## config.mk

```make
export PLATFORM = sky130hd
export DESIGN_NAME = usb_endpoint_mode_count_regs
export DESIGN_NICKNAME = d
export VERILOG_FILES = /design/src/common/usb_ep_pkg.sv /design/src/hw/usb_endpoint_mode_count_regs.sv
export VERILOG_INCLUDE_DIRS = /design/src /design/src/common
export SDC_FILE = /design/constraint.sdc
export NUM_CORES = 1
export LEC_CHECK = 0
export BUFFER_PORTS_ARGS = -buffer_cell sky130_fd_sc_hd__buf_2
export CAP_MARGIN = 10
export CORE_MARGIN = 5
export CORE_UTILIZATION = 45
export CTS_CLUSTER_DIAMETER = 150
export DETAILED_ROUTE_END_ITERATION = 8
export PLACE_DENSITY = 0.66
export SYNTH_ARGS = -nofsm -noshare
export SYNTH_HDL_FRONTEND = slang
export SYNTH_SLANG_ARGS = --single-unit
export TNS_END_PERCENT = 30
```

## constraint.sdc

```tcl
create_clock -name aclk -period 3.5 [get_ports aclk]
set_input_delay 1.05 -clock aclk [delete_from_list [all_inputs] [get_ports aclk]]
set_output_delay 1.05 -clock aclk [all_outputs]
set_load 0.01 [all_outputs]
```

## src/common/usb_ep_defines.svh

```systemverilog
// Register offsets, field positions, reset values and mode codes
`ifndef USB_EP_DEFINES_SVH
`define USB_EP_DEFINES_SVH

`define OFS_DEV_ADDR 8'h40
`define OFS_CTRL_CNT 8'h44
`define OFS_CTRL_MODE 8'h48
`define OFS_EP1_CNT 8'h4c
`define OFS_DATA_EP_ONE_MODE 8'h50
`define OFS_EP2_CNT 8'h54
`define OFS_DATA_EP_TWO_MODE 8'h58
`define OFS_FIFO_WIN 8'h80
`define IDX_CTRL_CNT 8'h11
`define IDX_CTRL_MODE 8'h12
`define IDX_EP1_CNT 8'h13
`define IDX_DATA_EP_ONE_MODE 8'h14
`define IDX_EP2_CNT 8'h15
`define IDX_DATA_EP_TWO_MODE 8'h16
`define IDX_DEV_ADDR 8'h10
`define FIFO_CTRL_BASE 8'hf8
`define FIFO_EP1_BASE 8'hf0
`define FIFO_EP2_BASE 8'he8
`define FIFO_LO_BASE 8'he8
`define BIT_SETUP 7
`define BIT_STALL 7
`define BIT_IN 6
`define BIT_OUT 5
`define BIT_ACKED 4
`define BIT_TOGGLE 7
`define BIT_VALID 6
`define BIT_ADDR_EN 7
`define REG_RESET 8'h00
`define MODE_NAK_INOUT 4'h1
`define MODE_ACK_OUT_NAK_IN 4'hb
`define MODE_ACK_IN 4'hf
`define MODE_ACK_OUT 4'h9
`define MODE_DISABLE 4'h0
`define CRC_BYTES 4'h2

`endif

```

## src/common/usb_ep_pkg.sv

```systemverilog
// Types for the endpoint register block
package usb_ep_pkg;
  typedef enum logic [1:0] {
    TOK_OUT = 2'b00,
    TOK_IN = 2'b01,
    TOK_SETUP = 2'b10
  } token_t;
  typedef enum logic [1:0] {
    HS_NONE = 2'b00,
    HS_ACK = 2'b01,
    HS_NAK = 2'b10,
    HS_STALL = 2'b11
  } handshake_t;
  typedef enum logic [1:0] {
    WR_IDLE = 2'b00,
    WR_RESP = 2'b01
  } wr_state_t;
endpackage : usb_ep_pkg

```

## src/hw/usb_endpoint_mode_count_regs.sv

```systemverilog
// Endpoint mode, counter and FIFO registers of the low-speed USB engine
`timescale 1ns/10ps
`include "usb_ep_defines.svh"
// Notes on behaviour
// - Control endpoint payload sits in eight bytes at 0xf8 to 0xff.
// - First data endpoint FIFO at 0xf0-0xf7, second at 0xe8-0xef.
// - Engine update of control mode bits 7:0 locks CPU writes until read.
// - An unlocked write to control mode clears flags 7:4 regardless of data.
// - Setup flag forced high from setup data until the handshake is sent (hs_sent); CPU cannot clear.
// - While setup flag is high, CPU writes to control FIFO are blocked.
// - In-seen flag sets after a valid IN transaction to control endpoint.
// - Out-seen flag sets after a valid OUT transaction to control endpoint.
// - Each endpoint's acked flag sets when its transaction ends with ACK.
// - Mode 0001 NAKs IN and OUT and ACKs SETUP.
// - Mode 1011 returns to 0001 after ACKing an OUT.
// - Data endpoint mode registers have no write lock.
// - Data endpoint modes behave as control modes, including auto changes.
// - Stall bit stalls OUT in ack-OUT mode and IN in ack-IN mode.
// - Counter bit 7 is toggle; firmware sets for IN, hardware loads on OUT/SETUP.
// - Payload-ok cleared on CRC, stuff or PID error for OUT/SETUP.
// - Invalid data still raises the endpoint event with payload-ok zero.
// - Hardware writes received bytes plus two after OUT/SETUP.
// - OUT/SETUP update locks control counter until the CPU reads it.
// - Engine answers traffic only at enabled matching address.
module usb_endpoint_mode_count_regs
  import usb_ep_pkg::*;
(
  input wire logic aclk,
  input wire logic aresetn,
  input wire logic [7:0] s_axi_awaddr,
  input wire logic s_axi_awvalid,
  output logic s_axi_awready,
  input wire logic [31:0] s_axi_wdata,
  input wire logic [3:0] s_axi_wstrb,
  input wire logic s_axi_wvalid,
  output logic s_axi_wready,
  output logic [1:0] s_axi_bresp,
  output logic s_axi_bvalid,
  input wire logic s_axi_bready,
  input wire logic [7:0] s_axi_araddr,
  input wire logic s_axi_arvalid,
  output logic s_axi_arready,
  output logic [31:0] s_axi_rdata,
  output logic [1:0] s_axi_rresp,
  output logic s_axi_rvalid,
  input wire logic s_axi_rready,
  // Engine side, same clock
  input wire logic tok_valid,
  input wire logic [1:0] tok_kind,
  input wire logic [6:0] tok_addr,
  input wire logic [1:0] tok_ep,
  input wire logic data_start,
  input wire logic rx_done,
  input wire logic rx_ok,
  input wire logic rx_toggle,
  input wire logic [3:0] rx_count,
  input wire logic rx_byte_valid,
  input wire logic [7:0] rx_byte,
  input wire logic hs_sent,
  input wire logic host_ack,
  output logic [1:0] hs_code,
  output logic hs_valid,
  output logic tx_valid,
  output logic [7:0] tx_byte,
  output logic tx_toggle,
  output logic tx_last,
  input wire logic tx_ready,
  output logic [2:0] ep_event
);

  // ----------------------------------------
  // Storage
  // ----------------------------------------
  logic [7:0] fifo_r [0:23];
  logic [7:0] dev_addr_r;
  logic [7:0] cnt_r [0:2];
  logic [7:0] mode_r [0:2];
  logic mode_lock_r;
  logic cnt_lock_r;
  logic [1:0] cur_ep_r;
  token_t cur_tok_r;
  logic active_r;
  logic [3:0] rx_ptr_r;
  logic [3:0] tx_ptr_r;
  logic tx_run_r;
  logic await_ack_r;

  function automatic logic [4:0] fifo_index(input logic [1:0] ep, input logic [2:0] off);
    logic [7:0] base;
    base = (ep == 2'd0) ? `FIFO_CTRL_BASE : (ep == 2'd1) ? `FIFO_EP1_BASE : `FIFO_EP2_BASE;
    fifo_index = 5'(base - `FIFO_LO_BASE) + {2'b00, off};
  endfunction : fifo_index

  function automatic handshake_t mode_answer(input logic [3:0] md, input logic stall,
                                            input token_t tk);
    mode_answer = HS_NONE;
    unique case (md)
      `MODE_NAK_INOUT: mode_answer = (tk == TOK_SETUP) ? HS_ACK : HS_NAK;
      `MODE_ACK_OUT_NAK_IN, `MODE_ACK_OUT:
        mode_answer = (tk == TOK_IN) ? HS_NAK :
                      (stall && tk == TOK_OUT) ? HS_STALL : HS_ACK;
      `MODE_ACK_IN:
        mode_answer = (tk == TOK_IN) ? (stall ? HS_STALL : HS_ACK) : HS_NAK;
      default: mode_answer = HS_NONE;
    endcase
  endfunction : mode_answer

  // ----------------------------------------
  // Bus handshakes
  // ----------------------------------------
  wr_state_t wr_state_r;
  logic [7:0] aw_r;
  logic [31:0] w_r;
  logic aw_have_r;
  logic w_have_r;
  logic wr_go;
  logic rd_go;
  logic [7:0] rd_addr;
  logic [31:0] rd_val;
  logic rd_hit;

  assign s_axi_awready = !aw_have_r && wr_state_r == WR_IDLE;
  assign s_axi_wready = !w_have_r && wr_state_r == WR_IDLE;
  assign wr_go = aw_have_r && w_have_r && wr_state_r == WR_IDLE;
  assign s_axi_arready = !s_axi_rvalid;
  assign rd_go = s_axi_arvalid && s_axi_arready;
  assign rd_addr = s_axi_araddr;

  always_ff @(posedge aclk) begin
    if (!aresetn) begin
      aw_have_r <= 1'b0;
      w_have_r <= 1'b0;
      aw_r <= 8'h00;
      w_r <= 32'h0;
      wr_state_r <= WR_IDLE;
      s_axi_bvalid <= 1'b0;
    end else begin
      if (s_axi_awvalid && s_axi_awready) begin
        aw_have_r <= 1'b1;
        aw_r <= s_axi_awaddr;
      end
      if (s_axi_wvalid && s_axi_wready) begin
        w_have_r <= 1'b1;
        w_r <= s_axi_wstrb[0] ? s_axi_wdata : 32'h0;
      end
      if (wr_go) begin
        aw_have_r <= 1'b0;
        w_have_r <= 1'b0;
        wr_state_r <= WR_RESP;
        s_axi_bvalid <= 1'b1;
      end else if (s_axi_bvalid && s_axi_bready) begin
        s_axi_bvalid <= 1'b0;
        wr_state_r <= WR_IDLE;
      end
    end
  end

  logic wr_mapped;
  assign wr_mapped = (aw_r[7] && aw_r[6:2] <= 5'd23) || (aw_r >= `OFS_DEV_ADDR && aw_r <= `OFS_DATA_EP_TWO_MODE
                     && aw_r[1:0] == 2'b00);
  always_ff @(posedge aclk) begin
    if (!aresetn) begin
      s_axi_bresp <= 2'b00;
    end else if (wr_go) begin
      s_axi_bresp <= wr_mapped ? 2'b00 : 2'b10;
    end
  end

  always_comb begin
    rd_hit = 1'b1;
    rd_val = 32'h0;
    if (rd_addr[7]) begin
      rd_val = {24'h0, fifo_r[rd_addr[6:2]]};
      if (rd_addr[6:2] > 5'd23) begin
        rd_hit = 1'b0;
      end
    end else begin
      unique case (rd_addr)
        `OFS_DEV_ADDR: rd_val = {24'h0, dev_addr_r};
        `OFS_CTRL_CNT: rd_val = {24'h0, cnt_r[0]};
        `OFS_CTRL_MODE: rd_val = {24'h0, mode_r[0]};
        `OFS_EP1_CNT: rd_val = {24'h0, cnt_r[1]};
        `OFS_DATA_EP_ONE_MODE: rd_val = {24'h0, mode_r[1]};
        `OFS_EP2_CNT: rd_val = {24'h0, cnt_r[2]};
        `OFS_DATA_EP_TWO_MODE: rd_val = {24'h0, mode_r[2]};
        default: rd_hit = 1'b0;
      endcase
    end
  end

  always_ff @(posedge aclk) begin
    if (!aresetn) begin
      s_axi_rvalid <= 1'b0;
      s_axi_rdata <= 32'h0;
      s_axi_rresp <= 2'b00;
    end else if (rd_go) begin
      s_axi_rvalid <= 1'b1;
      s_axi_rdata <= rd_hit ? rd_val : 32'h0;
      s_axi_rresp <= rd_hit ? 2'b00 : 2'b10;
    end else if (s_axi_rready) begin
      s_axi_rvalid <= 1'b0;
    end
  end

  // ----------------------------------------
  // Engine transaction tracking
  // ----------------------------------------
  logic tok_hit;
  handshake_t answer;
  assign tok_hit = tok_valid && dev_addr_r[`BIT_ADDR_EN]
                   && tok_addr == dev_addr_r[6:0] && tok_ep != 2'd3;
  assign answer = mode_answer(mode_r[tok_ep][3:0], tok_ep != 2'd0 && mode_r[tok_ep][`BIT_STALL],
                              token_t'(tok_kind));

  always_ff @(posedge aclk) begin
    if (!aresetn) begin
      active_r <= 1'b0;
      cur_ep_r <= 2'd0;
      cur_tok_r <= TOK_OUT;
      hs_valid <= 1'b0;
      hs_code <= 2'b00;
      await_ack_r <= 1'b0;
    end else begin
      hs_valid <= 1'b0;
      if (tok_hit) begin
        active_r <= 1'b1;
        cur_ep_r <= tok_ep;
        cur_tok_r <= token_t'(tok_kind);
        hs_code <= answer;
        await_ack_r <= tok_kind == TOK_IN && answer == HS_ACK;
        hs_valid <= tok_kind == TOK_IN && answer != HS_ACK && answer != HS_NONE;
        if (answer == HS_NONE) begin
          active_r <= 1'b0;
        end
      end else if (active_r && rx_done) begin
        hs_valid <= rx_ok && hs_code != HS_NONE;
        active_r <= rx_ok;
      end else if (active_r && (hs_sent || (await_ack_r && host_ack))) begin
        active_r <= 1'b0;
        await_ack_r <= 1'b0;
      end
    end
  end

  logic ack_done;
  logic rx_end;
  assign ack_done = active_r && hs_code == HS_ACK
                    && ((cur_tok_r != TOK_IN && hs_sent) || (await_ack_r && host_ack));
  assign rx_end = active_r && rx_done && cur_tok_r != TOK_IN;

  always_ff @(posedge aclk) begin
    if (!aresetn) begin
      ep_event <= 3'b000;
    end else begin
      ep_event <= 3'b000;
      if (ack_done || (rx_end && !rx_ok)) begin
        ep_event[cur_ep_r] <= 1'b1;
      end
    end
  end

  // ----------------------------------------
  // Transmit from FIFO
  // ----------------------------------------
  always_ff @(posedge aclk) begin
    if (!aresetn) begin
      tx_run_r <= 1'b0;
      tx_ptr_r <= 4'h0;
    end else if (tok_hit && tok_kind == TOK_IN && answer == HS_ACK) begin
      tx_run_r <= 1'b1;
      tx_ptr_r <= 4'h0;
    end else if (tx_run_r && tx_ready && (tx_last || !tx_valid)) begin
      tx_run_r <= 1'b0;
    end else if (tx_valid && tx_ready) begin
      tx_ptr_r <= tx_ptr_r + 4'h1;
    end
  end

  logic [3:0] tx_len;
  assign tx_len = cnt_r[cur_ep_r][3:0];
  assign tx_valid = tx_run_r && tx_ptr_r < tx_len && tx_len <= 4'h8;
  assign tx_last = tx_run_r && (tx_len == 4'h0 || tx_ptr_r + 4'h1 >= tx_len);
  assign tx_toggle = cnt_r[cur_ep_r][`BIT_TOGGLE];
  always_ff @(posedge aclk) begin
    if (!aresetn) begin
      tx_byte <= 8'h00;
    end else begin
      tx_byte <= fifo_r[fifo_index(tok_hit ? tok_ep : cur_ep_r,
                 tok_hit ? 3'd0 : tx_ptr_r[2:0] + (tx_valid && tx_ready ? 3'd1 : 3'd0))];
    end
  end

  // ----------------------------------------
  // FIFO writes: engine receive and CPU
  // ----------------------------------------
  logic cpu_wr;
  assign cpu_wr = wr_go && aw_r[7] && aw_r[6:2] <= 5'd23;

  always_ff @(posedge aclk) begin
    if (!aresetn) begin
      rx_ptr_r <= 4'h0;
    end else if (tok_hit) begin
      rx_ptr_r <= 4'h0;
    end else if (active_r && rx_byte_valid && rx_ptr_r < 4'h8) begin
      rx_ptr_r <= rx_ptr_r + 4'h1;
    end
  end

  always_ff @(posedge aclk) begin
    if (!aresetn) begin
      for (int i = 0; i < 24; i++) begin
        fifo_r[i] <= 8'h00;
      end
    end else begin
      if (cpu_wr && !(aw_r[6:2] >= 5'd16 && mode_r[0][`BIT_SETUP])) begin
        fifo_r[aw_r[6:2]] <= w_r[7:0];
      end
      if (active_r && rx_byte_valid && rx_ptr_r < 4'h8 && hs_code == HS_ACK) begin
        fifo_r[fifo_index(cur_ep_r, rx_ptr_r[2:0])] <= rx_byte;
      end
    end
  end

  // ----------------------------------------
  // Address, mode and counter registers
  // ----------------------------------------
  always_ff @(posedge aclk) begin
    if (!aresetn) begin
      dev_addr_r <= `REG_RESET;
    end else if (wr_go && aw_r == `OFS_DEV_ADDR) begin
      dev_addr_r <= w_r[7:0];
    end
  end

  logic setup_data;
  logic mode_upd;
  logic cnt_upd;
  assign setup_data = active_r && cur_tok_r == TOK_SETUP && cur_ep_r == 2'd0 && data_start;
  assign mode_upd = cur_ep_r == 2'd0 && (setup_data || ack_done || (rx_end && rx_ok));
  assign cnt_upd = rx_end && hs_code == HS_ACK;

  always_ff @(posedge aclk) begin
    if (!aresetn) begin
      mode_lock_r <= 1'b0;
    end else if (mode_upd) begin
      mode_lock_r <= 1'b1;
    end else if (rd_go && rd_addr == `OFS_CTRL_MODE) begin
      mode_lock_r <= 1'b0;
    end
  end

  always_ff @(posedge aclk) begin
    if (!aresetn) begin
      cnt_lock_r <= 1'b0;
    end else if (cnt_upd && cur_ep_r == 2'd0) begin
      cnt_lock_r <= 1'b1;
    end else if (rd_go && rd_addr == `OFS_CTRL_CNT) begin
      cnt_lock_r <= 1'b0;
    end
  end

  always_ff @(posedge aclk) begin
    if (!aresetn) begin
      for (int e = 0; e < 3; e++) begin
        mode_r[e] <= `REG_RESET;
      end
    end else begin
      if (wr_go && aw_r == `OFS_CTRL_MODE && !mode_lock_r) begin
        mode_r[0] <= {4'h0, w_r[3:0]};
      end
      if (wr_go && aw_r == `OFS_DATA_EP_ONE_MODE) begin
        mode_r[1] <= {w_r[7], 2'b00, w_r[4:0]};
      end
      if (wr_go && aw_r == `OFS_DATA_EP_TWO_MODE) begin
        mode_r[2] <= {w_r[7], 2'b00, w_r[4:0]};
      end
      if (setup_data) begin
        mode_r[0][`BIT_SETUP] <= 1'b1;
      end
      if (active_r && cur_ep_r == 2'd0 && cur_tok_r == TOK_SETUP && !hs_sent && !rx_done
          && mode_r[0][`BIT_SETUP]) begin
        mode_r[0][`BIT_SETUP] <= 1'b1;
      end
      if (ack_done) begin
        mode_r[cur_ep_r][`BIT_ACKED] <= 1'b1;
        if (cur_ep_r == 2'd0 && cur_tok_r == TOK_IN) begin
          mode_r[0][`BIT_IN] <= 1'b1;
        end
        if (cur_tok_r == TOK_OUT && mode_r[cur_ep_r][3:0] == `MODE_ACK_OUT_NAK_IN) begin
          mode_r[cur_ep_r][3:0] <= `MODE_NAK_INOUT;
        end
      end
      if (rx_end && rx_ok && cur_ep_r == 2'd0 && cur_tok_r == TOK_OUT) begin
        mode_r[0][`BIT_OUT] <= 1'b1;
      end
    end
  end

  always_ff @(posedge aclk) begin
    if (!aresetn) begin
      for (int e = 0; e < 3; e++) begin
        cnt_r[e] <= `REG_RESET;
      end
    end else begin
      if (wr_go && aw_r == `OFS_CTRL_CNT && !cnt_lock_r) begin
        cnt_r[0] <= {w_r[7:6], 2'b00, w_r[3:0]};
      end
      if (wr_go && aw_r == `OFS_EP1_CNT) begin
        cnt_r[1] <= {w_r[7:6], 2'b00, w_r[3:0]};
      end
      if (wr_go && aw_r == `OFS_EP2_CNT) begin
        cnt_r[2] <= {w_r[7:6], 2'b00, w_r[3:0]};
      end
      if (rx_end && (hs_code == HS_ACK || !rx_ok)) begin
        cnt_r[cur_ep_r][`BIT_VALID] <= rx_ok;
        if (rx_ok) begin
          cnt_r[cur_ep_r][`BIT_TOGGLE] <= rx_toggle;
          cnt_r[cur_ep_r][3:0] <= rx_count + `CRC_BYTES;
        end
      end
    end
  end

endmodule : usb_endpoint_mode_count_regs

```

==> run_results.csv <==
group,metric,value,unit
power,combPwrFrac,0.088,
drt,dr.pass1.iters,6,
setup_path,worstSetupStartpoint,"cur_ep_r[0]",
grt,grt_pass1_vias,14694,
power,ir_worst_vdd,0.0002475,V
clocking,htree_num_levels,2,
power,p_int,0.006418,W
clocking,cts_sinks,304,
setup_path,reg2reg_slack,-0.21,ns
hold_path,hold_class,"register to register",
placed_design,gp_congestion,0.9996,
synthesis,synth_adder_area_share,0.01123,
setup_path,reg2reg_depth,14,
clocking,cts_tree,"done",
power,power_switching,0.002051,W
status,violations,"negative setup slack",
timing,worstMarginPinSlew,1.066,ns
synthesis,synthFlopType,"edfxtp_1",
floorplanning,initial_core_util,0.4518,
timing,maxSlewViolCount,0,
floorplanning,ios,149,
power,clkPwrFrac,0.431,
setup_path,worstPathArrival,2.67,ns
power,p_leak,8.019,nW
power,p_total,0.008469,W
drt,wl_per_cell,27.56,um
timing,setup_violations,10,
grt,grtUsageTotal,0.2834,
placed_design,dp_hpwl,46.01,mm
placed_design,pre_cts_ws,-0.4033,ns
grt,antenna_found_initial,2,
synthesis,syn-instance-count,1622,
synthesis,synth-seq-cells,304,
setup_path,crit_fanout,5,
final_layout,final_core_util,0.5381,
synthesis,synth_xor_area_frac,0.008352,
drt,antenna_left,0,
setup_path,cp.required,2.45,ns
clocking,clk_pin_slew,0.06,ns
drt,wirelength,64.38,mm
floorplanning,die_x,209.0,um
clocking,clk_path_buf_depth,3,
synthesis,synth-simple-area-share,0.1295,
setup_path,crit_type,"register to primary output",
grt,grt_pass1_wl,94.51,mm
final_layout,final_layout_size_suffix_gt1_frac,0.2739,
synthesis,synth-edff-count,217,
drt,remaining_drc_errors,0,
synthesis,synth-seq-area-share,0.4632,
floorplanning,core,39460,um^2
drt,vias,15311,
hold_path,min_from,"mode_r[0][4]",
timing,max_freq,0.2686,GHz
grt,grt_max_degree,57,
hold_path,hold_end,"mode_r[0][4]",
final_layout,layout.nets,1893,
job,max_cap_violations,0,
hold_path,hold-path-cell-count,2,
power,power_frac_seq,0.481,
timing,post-route-period-util,1.064,
setup_path,cp-end-kind,"primary output",
drt,dr.first_iter.drc_count,1856,
timing,fin_ws,-0.2234,ns
timing,period_needed,3.723,ns
floorplanning,fp.dieH,209.0,um
power,swShare,0.2421,
grt,grt_overflow,0,
floorplanning,row_count,73,
clocking,clk_root_buffer_cell,"clkbuf_16",
synthesis,yosysMostFrequentCell,"edfxtp_1",
setup_path,crit_path_start_kind,"register",
synthesis,synthTopCellsByCount,"edfxtp_1 (217), a22o_1 (199), nand2_1 (184)",
synthesis,synth_top_family_by_area,"compound AO/OA/AOI/OAI gates",
synthesis,async_flop_share,0,
floorplanning,dieArea,43700,um^2
synthesis,yosysWarnings,0,
synthesis,yosys.area.top_type_share,0.3655,
synthesis,synth_compound_area_frac,0.2059,
synthesis,ys_types,80,
final_layout,area_growth,19.09,%
final_layout,n_antenna_cell,0,
synthesis,syn_area,17830,um^2
timing,relSlewSlack,0.2890,
drt,viasPerCell,6.554,
status,outcome,"complete, but fails checks",
synthesis,avgSynthCellArea,10.99,um^2
power,p_per_area,398.9,nW/um^2
placed_design,io_buffers,95,
synthesis,synth_area_leader_cell,"edfxtp_1",
synthesis,synthMuxAreaShare,0.1348,
clocking,numCtsBuffers,34,
clocking,clkLatencyLatePin,0.52,ns
synthesis,synth.area.top_cells,"edfxtp_1 (37%), a22o_1 (9.8%), dfxtp_1 (9.8%)",
timing,hold_viol,0,
timing,setup_tns,-1.394,ns
timing,rsz0062_at_grt,"yes",
setup_path,r2r-end,"tx_byte[3]",
timing,fin_worst_skew,0.01843,ns
setup_path,rr_startpoint,"cur_ep_r[0]",
-- worst max-delay path, cell delays in order, from the launching register on --
cell      delay (ns)
dfxtp_4         0.41
mux4_2          0.57
ha_2            0.34
nand2_1         0.04
a211o_1         0.33
a211oi_4        0.26
nor2_1          0.06
buf_2           0.14
-- registers in the layout, indices dropped and copies added (netlist names), 8 cells and up --
register     flops
dev_addr_r       8
mode_r          20
cnt_r           23
s_axi_rdata      8
fifo_r         192
w_r              8
aw_r             8
tx_byte          8
-- power by group through the flow --
stage / logic [W] / registers (W) / clock network [W]
2_1_floorplan: 0.000456 / 0.00407 / 0
3_3_place_gp: 0.000704 / 0.00414 / 0
3_5_place_dp: 0.000711 / 0.00415 / 0
4_1_cts: 0.000722 / 0.00407 / 0.00367
5_1_grt: 0.000780 / 0.00408 / 0.00381
6_report: 0.000743 / 0.00408 / 0.00365
-- worst max path at each step --
stage / cells after the start / endpoint / slack [ns]
final: 7 / tx_last / -0.22
after global routing: 19 / tx_byte[0] / -0.30
after CTS: 7 / tx_last / -0.22
after detailed placement: 16 / tx_byte[2] / -0.40
after global placement: 16 / tx_byte[2] / -0.40
after floorplan: 17 / tx_byte[3] / 0.01
-- layer usage --
| metal | vias up | GRT usage | share of wire |
|---|---|---|---|
| met5 | - | 0 | 0.00020 |
| met4 | 2 | 0.1094 | 0.046 |
| met3 | 202 | 0.05495 | 0.11 |
| met2 | 1016 | 0.4459 | 0.45 |
| met1 | 7505 | 0.3907 | 0.39 |
| li1 | 6586 | - | - |
-- cell usage in the layout, fill, tap and decap left out, types with 10 or more instances in the layout --
cell type / instances
clkbuf_16: 35
and2_1: 16
buf_4: 148
mux4_2: 70
nor3_1: 12
dfxtp_1: 82
o21ai_0: 38
conb_1: 26
ha_1: 10
nor2b_1: 28
a21boi_0: 23
nand2b_1: 11
mux2i_1: 53
mux2_2: 23
nand3_1: 39
edfxtp_1: 217
nor2_2: 21
nand3b_1: 10
buf_2: 92
and3_1: 16
a21oi_1: 63
buf_12: 13
a221oi_1: 10
o211ai_1: 26
nor2_1: 91
a22o_1: 199
nand2_1: 181
inv_1: 17
a31oi_1: 10
-- logic make-up after synthesis --
kind of cell    after synthesis
compound gates              483
simple gates                470
flops                       304
buf+inv                     182
mux                         149
xor+xnor                     17
fa+ha+maj                    16
other cells                   1
-- what timing repair did --
action / 4_1_cts / 5_1_grt
endpoints found under the setup margin: 10 / 10
resized for setup: 39 / 21
endpoints found under the hold margin: 0 / 0
hold buffers: 0 / 0
pin swaps: 10 / 6
setup buffers: 9 / 2
-- final cells by class --
type,count,area (um^2)
clock inverter,19,188.9
tap,525,656.9
timing repair buffer,262,1933
inverter,23,86.33
sequential,304,8267
clock buffer,42,932.1
multi-input combinational,1161,9166
fill,3406,18230
-- stage by stage --
stage	area [um^2]	hold WS, ns	std cells
after floorplan	18020	0.4204	1647
after global placement	19730	0.4380	2264
after detailed placement	19730	0.4388	2264
after CTS	21120	0.4466	2334
after global routing	21230	0.4623	2336
final	21230	0.4478	2336
Note: power is estimated with default switching activity, not from simulation.
